`src/shared/bfs_pkg.sv`:
```
// Purpose: constants and carriers for the buck fault and mode sequencer
// Assumes: 125 MHz aclk
// Notes: register offsets are byte addresses on an AXI4-Lite slave
package bfs_pkg;
  // ==========================================================
  // timing
  localparam int unsigned CLK_HZ = 125000000;
  localparam int unsigned HICCUP_WAIT_NS = 128000;
  localparam int unsigned HICCUP_WAIT_CYC = HICCUP_WAIT_NS / (1000000000 / CLK_HZ);
  localparam int unsigned RAMP_SLOW_US = 1500;
  localparam int unsigned RAMP_FAST_US = 500;
  localparam int unsigned RAMP_SLOW_CYC = RAMP_SLOW_US * (CLK_HZ / 1000000);
  localparam int unsigned RAMP_FAST_CYC = RAMP_FAST_US * (CLK_HZ / 1000000);
  localparam int unsigned EN_DELAY_US = 1;
  localparam int unsigned EN_DELAY_CYC = EN_DELAY_US * (CLK_HZ / 1000000);
  localparam int unsigned PWM_FREQ_KHZ = 1200;
  localparam int unsigned PWM_PERIOD_CYC = (CLK_HZ / 1000) / PWM_FREQ_KHZ;
  localparam int unsigned PFM_BASE_NS = 833;
  localparam int unsigned PFM_BASE_CYC = PFM_BASE_NS / (1000000000 / CLK_HZ);
  localparam logic [5:0] TRIP_LIMIT = 6'h20;
  // ==========================================================
  // registers
  localparam logic [3:0] REG_CTRL = 4'h0;
  localparam logic [3:0] REG_STAT = 4'h4;
  localparam int CTRL_SWEN = 0;
  localparam int CTRL_HICCUP = 1;
  localparam int CTRL_FORCED_PWM_OPERATION = 2;
  localparam int STAT_UV = 0;
  localparam int STAT_LATCH = 1;
  localparam int STAT_PFM = 2;
  localparam int STAT_RUN = 3;
  localparam logic [2:0] CTRL_RESET = 3'h3;
  localparam logic [1:0] RESP_OKAY = 2'h0;
  localparam logic [1:0] RESP_SLVERR = 2'h2;
  // ==========================================================
  // carriers
  typedef struct packed {
    logic uv;
    logic por_low;
    logic hot;
    logic en_pin;
    logic mode_pin;
    logic hs_limit;
    logic ls_limit;
    logic il_zero;
    logic near_dropout;
    logic ss_open;
    logic slow_variant;
    logic [7:0] duty_ratio;
  } bfs_sense_t;
  typedef struct packed {
    logic hs_on;
    logic ls_on;
    logic discharge;
    logic ss_pull;
    logic ramp_active;
    logic prebias_start;
  } bfs_drive_t;
endpackage

```
`src/rtl/bfs_regs.sv`:
```
// Purpose: two-word register store for the sequencer
// Assumes: writes single-word, read data registered
// Notes: brownout reset returns the control bits to their reset value; read data is kept
module bfs_regs (
  // clock and reset
  input wire logic aclk,
  input wire logic aresetn,
  input wire logic brown_rst,
  // write port
  input wire logic wr_en,
  input wire logic [3:0] wr_strb,
  input wire logic [2:0] wr_data,
  // read port
  input wire logic rd_en,
  input wire logic rd_sel_stat,
  input wire logic [3:0] stat_in,
  output logic [31:0] rd_data_q,
  // control out
  output logic [2:0] ctrl_q
);
  logic [2:0] ctrl_d;
  logic [31:0] rd_data_d;

  always_comb begin
    ctrl_d = ctrl_q;
    rd_data_d = rd_data_q;
    if (wr_en && wr_strb[0]) begin
      ctrl_d = wr_data;
    end
    if (rd_en) begin
      rd_data_d = rd_sel_stat ? {28'h0000000, stat_in} : {29'h00000000, ctrl_q};
    end
    // brownout register reset
    if (brown_rst) begin
      ctrl_d = bfs_pkg::CTRL_RESET;
    end
  end

  always_ff @(posedge aclk) begin
    if (!aresetn) begin
      ctrl_q <= bfs_pkg::CTRL_RESET;
      rd_data_q <= 32'h00000000;
    end else begin
      ctrl_q <= ctrl_d;
      rd_data_q <= rd_data_d;
    end
  end
endmodule // bfs_regs

```
`src/rtl/bfs_sequencer.sv`:
```
// Purpose: start-up, mode and fault sequencer of a step-down converter
// Assumes: sense inputs synchronous to aclk; AXI4-Lite master well behaved
// Notes: analog loop and power-good are outside this block
// Notes on behaviour
// stop switching after 32 high-side trips
// auto-retry waits 128us then soft-starts
// auto-retry bit zero makes stop latching
// enable toggle, power, software write unlatch
// trip forces low side until low limit
// mode pin read only after ramp
// forced PWM register bit forces PWM
// enable delay then 1.5ms or 500us ramp
// off states pull soft-start, restart fully
// lockout stops, discharges, resumes via soft-start
// undervoltage status flag set on lockout
// below 1.8V all registers reset; code resets only the control bits, read data is kept
// zero inductor current enters power save
// power-save on-time is ratio times 833ns
// PWM period from 1.2MHz
// near dropout hold high side on
// ramp starts from prebiased output
// thermal stop keeps registers, soft-start resume
// trip count cleared each new start
// mode pin ignored during start-up
module bfs_sequencer (
  // clock and reset
  input wire logic aclk,
  input wire logic aresetn,
  // axi4-lite write
  input wire logic [3:0] s_axi_awaddr,
  input wire logic s_axi_awvalid,
  output logic s_axi_awready,
  input wire logic [31:0] s_axi_wdata,
  input wire logic [3:0] s_axi_wstrb,
  input wire logic s_axi_wvalid,
  output logic s_axi_wready,
  output logic [1:0] s_axi_bresp,
  output logic s_axi_bvalid,
  input wire logic s_axi_bready,
  // axi4-lite read
  input wire logic [3:0] s_axi_araddr,
  input wire logic s_axi_arvalid,
  output logic s_axi_arready,
  output logic [31:0] s_axi_rdata,
  output logic [1:0] s_axi_rresp,
  output logic s_axi_rvalid,
  input wire logic s_axi_rready,
  // power stage
  input wire bfs_pkg::bfs_sense_t sense,
  output bfs_pkg::bfs_drive_t drive_q
);
  typedef enum logic [2:0] {
    ST_OFF, ST_DELAY, ST_RAMP, ST_RUN, ST_HICCUP, ST_LATCHED
  } bfs_state_t;

  // ==========================================================
  // bus slave
  logic aw_have_q, aw_have_d, w_have_q, w_have_d;
  logic [3:0] awaddr_q, awaddr_d;
  logic [31:0] wdata_q, wdata_d;
  logic [3:0] wstrb_q, wstrb_d;
  logic bvalid_q, bvalid_d, rvalid_q, rvalid_d;
  logic [1:0] bresp_q, bresp_d, rresp_q, rresp_d;
  logic awready_q, awready_d, wready_q, wready_d, arready_q, arready_d;
  logic wr_fire, rd_fire, wr_ctrl, rd_ok;
  logic [2:0] ctrl;
  logic [31:0] rd_data;
  logic [3:0] stat;

  function automatic logic addr_hit(input logic [3:0] a);
    addr_hit = (a == bfs_pkg::REG_CTRL) || (a == bfs_pkg::REG_STAT);
  endfunction

  always_comb begin
    aw_have_d = aw_have_q;
    w_have_d = w_have_q;
    awaddr_d = awaddr_q;
    wdata_d = wdata_q;
    wstrb_d = wstrb_q;
    bvalid_d = bvalid_q;
    bresp_d = bresp_q;
    rvalid_d = rvalid_q;
    rresp_d = rresp_q;
    wr_fire = 1'b0;
    rd_fire = 1'b0;
    if (s_axi_awvalid && awready_q) begin
      aw_have_d = 1'b1;
      awaddr_d = s_axi_awaddr;
    end
    if (s_axi_wvalid && wready_q) begin
      w_have_d = 1'b1;
      wdata_d = s_axi_wdata;
      wstrb_d = s_axi_wstrb;
    end
    if (aw_have_q && w_have_q && !bvalid_q) begin
      wr_fire = 1'b1;
      aw_have_d = 1'b0;
      w_have_d = 1'b0;
      bvalid_d = 1'b1;
      bresp_d = addr_hit(awaddr_q) ? bfs_pkg::RESP_OKAY : bfs_pkg::RESP_SLVERR;
    end
    if (bvalid_q && s_axi_bready) begin
      bvalid_d = 1'b0;
    end
    if (s_axi_arvalid && arready_q) begin
      rd_fire = 1'b1;
      rvalid_d = 1'b1;
      rresp_d = addr_hit(s_axi_araddr) ? bfs_pkg::RESP_OKAY : bfs_pkg::RESP_SLVERR;
    end else if (rvalid_q && s_axi_rready) begin
      rvalid_d = 1'b0;
    end
    awready_d = !aw_have_d && !bvalid_d;
    wready_d = !w_have_d && !bvalid_d;
    arready_d = !rvalid_d;
  end

  assign wr_ctrl = wr_fire && (awaddr_q == bfs_pkg::REG_CTRL);
  assign rd_ok = rd_fire && addr_hit(s_axi_araddr);

  always_ff @(posedge aclk) begin
    if (!aresetn) begin
      aw_have_q <= 1'b0;
      w_have_q <= 1'b0;
      awaddr_q <= 4'h0;
      wdata_q <= 32'h00000000;
      wstrb_q <= 4'h0;
      bvalid_q <= 1'b0;
      bresp_q <= 2'h0;
      rvalid_q <= 1'b0;
      rresp_q <= 2'h0;
      awready_q <= 1'b0;
      wready_q <= 1'b0;
      arready_q <= 1'b0;
    end else begin
      aw_have_q <= aw_have_d;
      w_have_q <= w_have_d;
      awaddr_q <= awaddr_d;
      wdata_q <= wdata_d;
      wstrb_q <= wstrb_d;
      bvalid_q <= bvalid_d;
      bresp_q <= bresp_d;
      rvalid_q <= rvalid_d;
      rresp_q <= rresp_d;
      awready_q <= awready_d;
      wready_q <= wready_d;
      arready_q <= arready_d;
    end
  end

  assign s_axi_awready = awready_q;
  assign s_axi_wready = wready_q;
  assign s_axi_bvalid = bvalid_q;
  assign s_axi_bresp = bresp_q;
  assign s_axi_arready = arready_q;
  assign s_axi_rvalid = rvalid_q;
  assign s_axi_rresp = rresp_q;
  assign s_axi_rdata = rd_data;

  bfs_regs u_regs (
    .aclk(aclk),
    .aresetn(aresetn),
    .brown_rst(sense.por_low),
    .wr_en(wr_ctrl),
    .wr_strb(wstrb_q),
    .wr_data(wdata_q[2:0]),
    .rd_en(rd_ok),
    .rd_sel_stat(s_axi_araddr == bfs_pkg::REG_STAT),
    .stat_in(stat),
    .rd_data_q(rd_data),
    .ctrl_q(ctrl)
  );

  // ==========================================================
  // sequencer
  bfs_state_t st_q, st_d;
  logic [17:0] cnt_q, cnt_d;
  logic [5:0] trips_q, trips_d;
  logic en_q, en_d, uv_flag_q, uv_flag_d, forced_pwm_operation_q, forced_pwm_operation_d, pfm_q, pfm_d;
  logic limit_q, limit_d;
  logic [7:0] pcnt_q, pcnt_d;
  logic [15:0] ton_cyc;
  logic off_cond, sw_unlatch, pin_toggle, ramp_done;
  bfs_pkg::bfs_drive_t drive_d;

  assign off_cond = !sense.en_pin || sense.uv || sense.hot || sense.por_low;
  // unlatch needs the software enable bit set in the written word
  assign sw_unlatch = wr_ctrl && wdata_q[bfs_pkg::CTRL_SWEN];
  assign pin_toggle = sense.en_pin != en_q;
  assign ramp_done = cnt_q >= (sense.slow_variant ? 18'(bfs_pkg::RAMP_SLOW_CYC)
                                                  : 18'(bfs_pkg::RAMP_FAST_CYC));
  assign ton_cyc = (16'(sense.duty_ratio) * 16'(bfs_pkg::PFM_BASE_CYC)) >> 8;
  assign stat = {st_q == ST_RUN, pfm_q, st_q == ST_LATCHED, uv_flag_q};

  always_comb begin
    st_d = st_q;
    cnt_d = cnt_q + 18'h00001;
    trips_d = trips_q;
    en_d = sense.en_pin;
    uv_flag_d = uv_flag_q;
    forced_pwm_operation_d = forced_pwm_operation_q;
    pfm_d = pfm_q;
    limit_d = limit_q;
    pcnt_d = pcnt_q + 8'h01;
    drive_d = '0;
    // undervoltage flag, set wins
    if (sense.uv) begin
      uv_flag_d = 1'b1;
    end else if (wr_fire && awaddr_q == bfs_pkg::REG_STAT) begin
      uv_flag_d = 1'b0;
    end
    // off states restart fully
    if (off_cond || !ctrl[bfs_pkg::CTRL_SWEN]) begin
      st_d = ST_OFF;
      // discharge during lockout
      drive_d.discharge = 1'b1;
      drive_d.ss_pull = 1'b1;
    end else begin
      case (st_q)
        ST_OFF: begin
          st_d = ST_DELAY;
          cnt_d = '0;
          // fresh trip count
          trips_d = '0;
        end
        ST_DELAY: begin
          // enable delay
          if (cnt_q >= 18'(bfs_pkg::EN_DELAY_CYC)) begin
            st_d = ST_RAMP;
            cnt_d = '0;
          end
        end
        ST_RAMP: begin
          drive_d.ramp_active = 1'b1;
          // ramp from prebias
          drive_d.prebias_start = 1'b1;
          if (ramp_done) begin
            st_d = ST_RUN;
            // mode pin sampled after ramp
            forced_pwm_operation_d = sense.mode_pin;
          end
        end
        ST_RUN: begin
          // mode pin only once running
          forced_pwm_operation_d = sense.mode_pin;
        end
        ST_HICCUP: begin
          // retry wait
          if (cnt_q >= 18'(bfs_pkg::HICCUP_WAIT_CYC)) begin
            st_d = ST_DELAY;
            cnt_d = '0;
            trips_d = '0;
          end
        end
        ST_LATCHED: begin
          // unlatch events
          if (pin_toggle || sw_unlatch) begin
            st_d = ST_OFF;
          end
        end
        default: st_d = ST_OFF;
      endcase
      if (st_q == ST_RAMP || st_q == ST_RUN) begin
        // current limit cycle by cycle
        if (sense.hs_limit && !limit_q) begin
          limit_d = 1'b1;
          trips_d = trips_q + 6'h01;
          // trip count reached
          if (trips_q + 6'h01 == bfs_pkg::TRIP_LIMIT) begin
            // latching when retry disabled
            st_d = ctrl[bfs_pkg::CTRL_HICCUP] ? ST_HICCUP : ST_LATCHED;
            cnt_d = '0;
          end
        end else if (limit_q && sense.ls_limit) begin
          limit_d = 1'b0;
        end
        // register forces PWM
        if (ctrl[bfs_pkg::CTRL_FORCED_PWM_OPERATION] || forced_pwm_operation_q) begin
          pfm_d = 1'b0;
        // enter power save at zero current
        end else if (sense.il_zero) begin
          pfm_d = 1'b1;
        end else if (!sense.il_zero && pcnt_q == 8'h00) begin
          pfm_d = 1'b0;
        end
        if (pcnt_q >= 8'(bfs_pkg::PWM_PERIOD_CYC - 1)) begin
          pcnt_d = 8'h00;
        end
        if (limit_q || limit_d) begin
          drive_d.ls_on = 1'b1;
        // full duty in dropout
        end else if (sense.near_dropout) begin
          drive_d.hs_on = 1'b1;
        // fixed on-time in power save
        end else if (pfm_q) begin
          drive_d.hs_on = {8'h00, pcnt_q} < ton_cyc;
          drive_d.ls_on = !drive_d.hs_on && !sense.il_zero;
        // pwm period
        end else begin
          drive_d.hs_on = pcnt_q < sense.duty_ratio[7:1];
          drive_d.ls_on = !drive_d.hs_on;
        end
        if (st_d != st_q && st_d != ST_RUN) begin
          // low side kept for the stopping cycle, the limit still holds
          drive_d.hs_on = 1'b0;
        end
      end
    end
    // thermal stop keeps ctrl; only brownout, aresetn or a control write changes it
    if (sense.hot) begin
      drive_d.discharge = 1'b1;
    end
  end

  always_ff @(posedge aclk) begin
    if (!aresetn) begin
      st_q <= ST_OFF;
      cnt_q <= '0;
      trips_q <= '0;
      en_q <= 1'b0;
      uv_flag_q <= 1'b0;
      forced_pwm_operation_q <= 1'b0;
      pfm_q <= 1'b0;
      limit_q <= 1'b0;
      pcnt_q <= 8'h00;
      drive_q <= '0;
    end else begin
      st_q <= st_d;
      cnt_q <= cnt_d;
      trips_q <= trips_d;
      en_q <= en_d;
      uv_flag_q <= uv_flag_d;
      forced_pwm_operation_q <= forced_pwm_operation_d;
      pfm_q <= pfm_d;
      limit_q <= limit_d;
      pcnt_q <= pcnt_d;
      drive_q <= drive_d;
    end
  end
endmodule // bfs_sequencer

```
`config.mk`:
```
export PLATFORM = sky130hd
export DESIGN_NAME = bfs_sequencer
export DESIGN_NICKNAME = d
export VERILOG_FILES = /design/src/shared/bfs_pkg.sv /design/src/rtl/bfs_regs.sv /design/src/rtl/bfs_sequencer.sv
export SDC_FILE = /design/constraint.sdc
export NUM_CORES = 1
export LEC_CHECK = 0
export ABC_AREA = 0
export BUFFER_PORTS_ARGS = -buffer_cell sky130_fd_sc_hd__buf_2
export CAP_MARGIN = 20
export CORE_MARGIN = 5
export CORE_UTILIZATION = 48
export CTS_CLUSTER_SIZE = 40
export DETAILED_ROUTE_END_ITERATION = 12
export GPL_ROUTABILITY_DRIVEN = 0
export PLACE_DENSITY = 0.84
export SLEW_MARGIN = 20
export SYNTH_ARGS = -nofsm -noshare
export SYNTH_HDL_FRONTEND = slang
export SYNTH_SLANG_ARGS = --single-unit
```
`constraint.sdc`:
```
create_clock -name aclk -period 3.79 [get_ports aclk]
set_input_delay 0.379 -clock aclk [delete_from_list [all_inputs] [get_ports aclk]]
set_output_delay 0.379 -clock aclk [all_outputs]
set_load 0.01 [all_outputs]
```
==> flow_summary.ini, run 1 <==
[synth]
synth-async-reset-ratio_pct = 0
synth-main-ff-cell = dfxtp_1
ys_ff_latch = 69
synth_cell_type_count = 60
synth-edff-count = 0
syn_area_per_cell_um2 = 8.73
synth_top_area_cell = dfxtp_1
synth.cell_area_um2 = 4210
syn_inst = 482
yosysMostFrequentCell = dfxtp_1
synth_top_area_share_pct = 32.8
seq_area_frac_synth_pct = 32.8
synthTopCellsByCount = 69 x dfxtp_1, 48 x nor2_1, 43 x ha_1
synthTopCellsByArea = dfxtp_1 33%, ha_1 13%, buf_4 5.7%
ys_warn_count = 0

[critical_path]
cp_max_fo = 3
end_kind = flop
worstPathArrival_ns = 3.88
crit_path_start_kind = input pin
path_class = in2reg
crit_required_ns = 4.05
reg2regPathDepth = 7

[global_route]
grt_pass1_vias = 3574
grt_max_degree = 36
antenna_found_initial = 0
grtUsageTotal_pct = 17.0
grt_overflow_total = 0
grt_pass1_wl_mm = 15.5

[detailed_routing]
first_pass_iters = 4
wl_per_cell_um = 13.6
wl_mm = 9.15
ant_nets = 0
drc = 0
drtIter0Drc = 157
vias = 3501
via_per_inst = 5.22

[cts]
cts_tree = yes
cts-buffers-inserted = 9
cts_num_sinks = 69
ctsHoldBuffers = 0
cts_resized = 0
worstSkewPairLatency_ns = 0.35
clkTransAtPathRegs_ns = 0.08
clock_path_buffers = 2
h-tree-depth = 3
post-cts-setup-buffer-count = 0
root_buffer = clkbuf_8

[timing]
final_hold_viol_count = 0
fin_crit_ns = 3.62
relSlewSlack_pct = 64.2
finalCritPeriodShare_pct = 95.4
max_freq_mhz = 277
setup_viol = 0
setup_slack_ns = 0.174
drv_slew = 0
fin_worst_skew_ns = 0.00853
worstMarginPinSlew_ns = 0.537
holdWs_ns = 0.222

[power_and_ir_drop]
power.total_uw = 1730
p_per_area_nw_per_um2 = 355
p_leak_uw = 0.00225
ir_worst_vdd_mv = 0.220

[layout]
area_growth_syn_to_layout_pct = 15.8
layout.nets = 675
stdcell_count = 671
fin_util_pct = 56.4
diodes = 0
fillers = 758
drive_above_1_share_pct = 19.9

[floorplanning]
core_um2 = 8640
rows = 34
io_pins = 117
die_h_um = 104
start_util_pct = 48.7
dieArea_um2 = 10700
die_w_um = 104

[run_status]
status = complete, no violations

[hold_path]
hp-class = in2reg
hold_depth = 2

[place]
dp_slack_ns = -0.359
place.port_buffers = 53
placedCellCount = 655
dp_hpwl_mm = 7.28

[run]
cap_violations = 0
==> metrics by stage <==
| stage | instance area [µm²] | setup TNS (ns) |
|---|---|---|
| after CTS | 4810 | 0 |
| after floorplan | 4320 | 0 |
| after global placement | 4600 | -0.363 |
| after detailed placement | 4600 | -0.681 |
| final | 4870 | 0 |
| after global routing | 4870 | -0.0618 |
==> placed cells by master, fill, tap and decap left out, types with 3 or more instances in the layout <==
cell      instances
a211o_1           3
a21boi_0         14
a21o_1            5
a21oi_1          12
a22o_1            3
a31oi_1           3
and2_1           10
and3_1            8
buf_2            53
buf_4            19
clkbuf_8          9
clkinv_4          3
conb_1           30
dfxtp_1          69
fa_1              4
ha_1             40
ha_4              3
inv_1            31
inv_6             3
mux2i_1           3
nand2_1          42
nand2b_1          7
nand3_1          26
nor2_1           47
nor2b_1           8
nor3_1            9
nor4_1            4
o211ai_1          5
o21a_1            3
o21ai_0           9
or2_2             3
xnor2_1          12
xor2_1           20
==> kinds of logic (layout without fill, tap and decap cells) <==
family	count (synthesis)	in the layout	share of synthesized area [%]
AND/OR/NAND/NOR	182	182	21.8
AO/OA/AOI/OAI	81	81	14.2
other	1	30	0.0891
flip-flops	69	69	32.8
adder cells (fa/ha/maj)	47	47	14.7
multiplexers	3	3	0.714
XOR/XNOR	32	32	6.66
buffers and inverters	67	119	9.01
==> final timing paths <==
check                            from                  end  slack [ns]
setup / recovery             sense[4]           drive_q[5]        0.17
hold / removal              sense[13]           drive_q[5]        0.22
hold reg to reg   u_regs.rd_data_q[3]  u_regs.rd_data_q[3]        0.47
setup reg to reg            pcnt_q[5]           drive_q[5]        1.59
==> state kept, by name, summed over array words and instances, names as in the netlist, 3 cells and up <==
register          flops
drive_q               5
u_regs.ctrl_q         3
awaddr_q              4
cnt_q                18
pcnt_q                8
trips_q               6
st_q                  3
wdata_q               3
u_regs.rd_data_q      4
==> power by group <==
| group | internal, µW | total, µW | switching, µW |
|---|---|---|---|
| combinational | 167 | 347 | 180 |
| sequential | 744 | 764 | 20.0 |
| clock | 314 | 619 | 305 |
==> worst max-delay path: stages <==
cell	delay [ns]
buf_2	0.11
buf_4	0.14
ha_1	0.27
inv_1	0.05
fa_1	0.50
inv_1	0.05
ha_1	0.32
a41o_1	0.27
o21a_1	0.19
or2_2	0.32
ha_4	0.22
a21o_1	0.16
a2111oi_2	0.35
o31a_1	0.22
a21oi_1	0.07
nor4_1	0.25
==> routing by layer <==
metal	share of wire (%)	GRT usage [%]	vias up
li1	-	-	1757
met1	41	19.5	1621
met2	51	29.4	94
met3	5.8	4.42	29
met4	2.7	7.50	0
met5	0	0	-
==> final cells by class <==
cell class | count | area [µm²] | area share [%]
well taps | 108 | 135 | 2.77
repair buffers | 72 | 408 | 8.37
multi-input cells | 375 | 2630 | 53.9
inverters | 31 | 116 | 2.39
clock inverters | 7 | 82.6 | 1.69
flip-flops and latches | 69 | 1380 | 28.3
clock buffers | 9 | 124 | 2.54
No activity file was read; power rests on OpenSTA's default activity.
==> run 2: changes to the inputs <==
--- a/config.mk
+++ b/config.mk
@@ -6,6 +6,7 @@
 export NUM_CORES = 1
 export LEC_CHECK = 0
 export ABC_AREA = 0
+export ABC_CLOCK_PERIOD_IN_PS = 3790
 export BUFFER_PORTS_ARGS = -buffer_cell sky130_fd_sc_hd__buf_2
 export CAP_MARGIN = 20
 export CORE_MARGIN = 5
==> constraint.sdc (replaced) <==
create_clock -name aclk -period 3.79 [get_ports aclk]
set_input_delay 0.5685 -clock aclk [delete_from_list [all_inputs] [get_ports aclk]]
set_output_delay 0.5685 -clock aclk [all_outputs]
set_load 0.01 [all_outputs]
==> run 2 against run 1 <==
  * Register-to-register slack better by 0.06 ns
  * First-iteration DRC count down 30%
  * Non-clock buffer count grew 2
  * Maximum frequency is 4.4% lower
  * Sequential cell count unchanged
  * Routed wire length up 0.50%
  * Die area stayed put
  * Largest cell class unchanged
  * Clock-buffer cell count grew 2
  * Sequential share of layout area down 0.56 points
==> flow_summary.ini, run 2 (synthesis results as in run 1) <==
[layout]
seqCellArea_um2 = 1380
drive_above_1_share_pct = 20.7
layout_common_cells = 69 x dfxtp_1, 49 x buf_2, 47 x nor2_1
multi_input_area_um2 = 2640
layout_commonest_cell = dfxtp_1
largest_reg_flops = 18
fillers = 739
area_growth_syn_to_layout_pct = 18.2
layout.nets = 677
diodes = 0
reg_top3 = cnt_q: 18 flops, pcnt_q: 8 flops, trips_q: 6 flops
final_area_um2 = 4970
fin_util_pct = 57.6
largest_register = cnt_q

[cts]
root_buffer = clkbuf_8
clkTransAtPathRegs_ns = 0.07
h-tree-depth = 3
clock_path_buffers = 2
cts_tree = yes
ctsHoldBuffers = 0
cts-buffers-inserted = 9
worstSkewPairLatency_ns = 0.34
cts_num_sinks = 69

[critical_path]
worstPathArrival_ns = 4.03
slowest_delay_ns = 0.56
crit_required_ns = 4.03
cp_max_fo = 3
path_class = in2reg
end_kind = flop
critPathMostFrequentCell = ha_1
crit_path_start_kind = input pin
slowest_stage = fa_1
worst-path-buf-inv = 1
path_cells = buf_8, ha_4, fa_1, ha_1, a41oi_2, o21ai_2, a41o_1, o21a_1, nor2_2, xor2_1, ha_1, nand4b_1, nor2_1, a2111oi_2, o31a_1, a21oi_1, nor4_1
path_delay_family = adder cells

[run]
cap_violations = 0

[global_route]
grt_pass1_vias = 3515
grtUsageMet1_pct = 20.2
met2_usage_pct = 30.5
grtUsageTotal_pct = 17.5
grt_overflow_total = 0
antenna_found_initial = 0
grt_use_met3_pct = 4.66
grt_max_degree = 36
grt_pass1_wl_mm = 15.9
grt_busiest_layer = met2

[timing]
worstMarginPinSlew_ns = 0.546
final_hold_viol_count = 0
setup_viol = 0
fin_worst_skew_ns = 0.00992
finalCritPeriodShare_pct = 99.8
relSlewSlack_pct = 63.6
drv_slew = 0
rsz0062_at_grt = true
max_freq_mhz = 264
fin_crit_ns = 3.78

[detailed_routing]
drtIter0Drc = 110
vias = 3473
first_pass_iters = 4
via_per_inst = 5.16
drc = 0
ant_nets = 0
wl_per_cell_um = 13.7
wl_mm = 9.20

[place]
dp_hpwl_mm = 6.89
dpl_cell_area_um2 = 4650
place.port_buffers = 53

[floorplanning]
die_h_um = 104
core_um2 = 8640
rows = 34
io_pins = 117
start_util_pct = 48.7
die_w_um = 104
dieArea_um2 = 10700

[hold_path]
hp-class = in2reg

[run_status]
status = complete, no violations

[power_and_ir_drop]
p_per_area_nw_per_um2 = 375
ir_worst_vdd_mv = 0.273
p_leak_uw = 0.00229
run 2: power breakdown:
| group | total [µW] | internal, µW | switching [µW] |
|---|---|---|---|
| combinational | 351 | 172 | 179 |
| clock | 750 | 474 | 276 |
| sequential | 764 | 744 | 19.6 |
| total | 1860 | 1390 | 475 |
run 2: worst paths after layout:
path | depth (start not counted) | slack (ns) | endpoint | from
setup / recovery | 17 | 0.006 | drive_q[5] | sense[2]
setup reg to reg | 7 | 1.65 | drive_q[5] | pcnt_q[5]
hold / removal | 2 | 0.42 | drive_q[5] | sense[13]
hold reg to reg | 2 | 0.46 | u_regs.rd_data_q[2] | u_regs.rd_data_q[2]
run 2: worst reg2reg max path, stage by stage, from the launching register on:
cell and delay [ns]:
dfxtp_1 0.54, ha_1 0.33, a21o_1 0.19, a2111oi_0 0.40, nor2_1 0.09, a21oi_1 0.18
a21oi_1 0.06, nor4_1 0.27
run 2: final cells by class:
cell class	instances	area share (%)
clock inverters	5	2.14
flip-flops and latches	69	27.8
inverters	31	2.34
well taps	108	2.72
repair buffers	74	8.93
clock buffers	11	3.04
multi-input cells	375	53.0
run 2: repair_timing:
action / CTS / global route
hold endpoints to repair: 0 / 0
resized for setup: 11 / 1
pin swaps: 18 / 12
setup buffers: 1 / 1
endpoints found under the setup margin: 1 / 2
run 2: stage by stage:
| step | TNS (ns) | power [µW] | cells | hold slack, ns | setup WS (ns) |
|---|---|---|---|---|---|
| 5_1_grt | -0.217 | 1960 | 673 | 0.405 | -0.145 |
| 6_report | 0 | 1860 | 673 | 0.421 | 0.00608 |
| 4_1_cts | -0.00419 | 1870 | 672 | 0.405 | -0.00419 |
| 3_3_place_gp | -0.506 | 1090 | 655 | 0.445 | -0.264 |
| 2_1_floorplan | 0 | 1010 | 511 | 0.436 | 0.0375 |
| 3_5_place_dp | -0.745 | 1100 | 655 | 0.457 | -0.399 |
run 2: layer usage:
layer	wire, µm	vias up	share of wire [%]
li1	-	1774	-
met1	3980	1592	43
met2	4570	93	50
met3	468	14	5.1
met4	175	0	1.9
met5	0	-	0
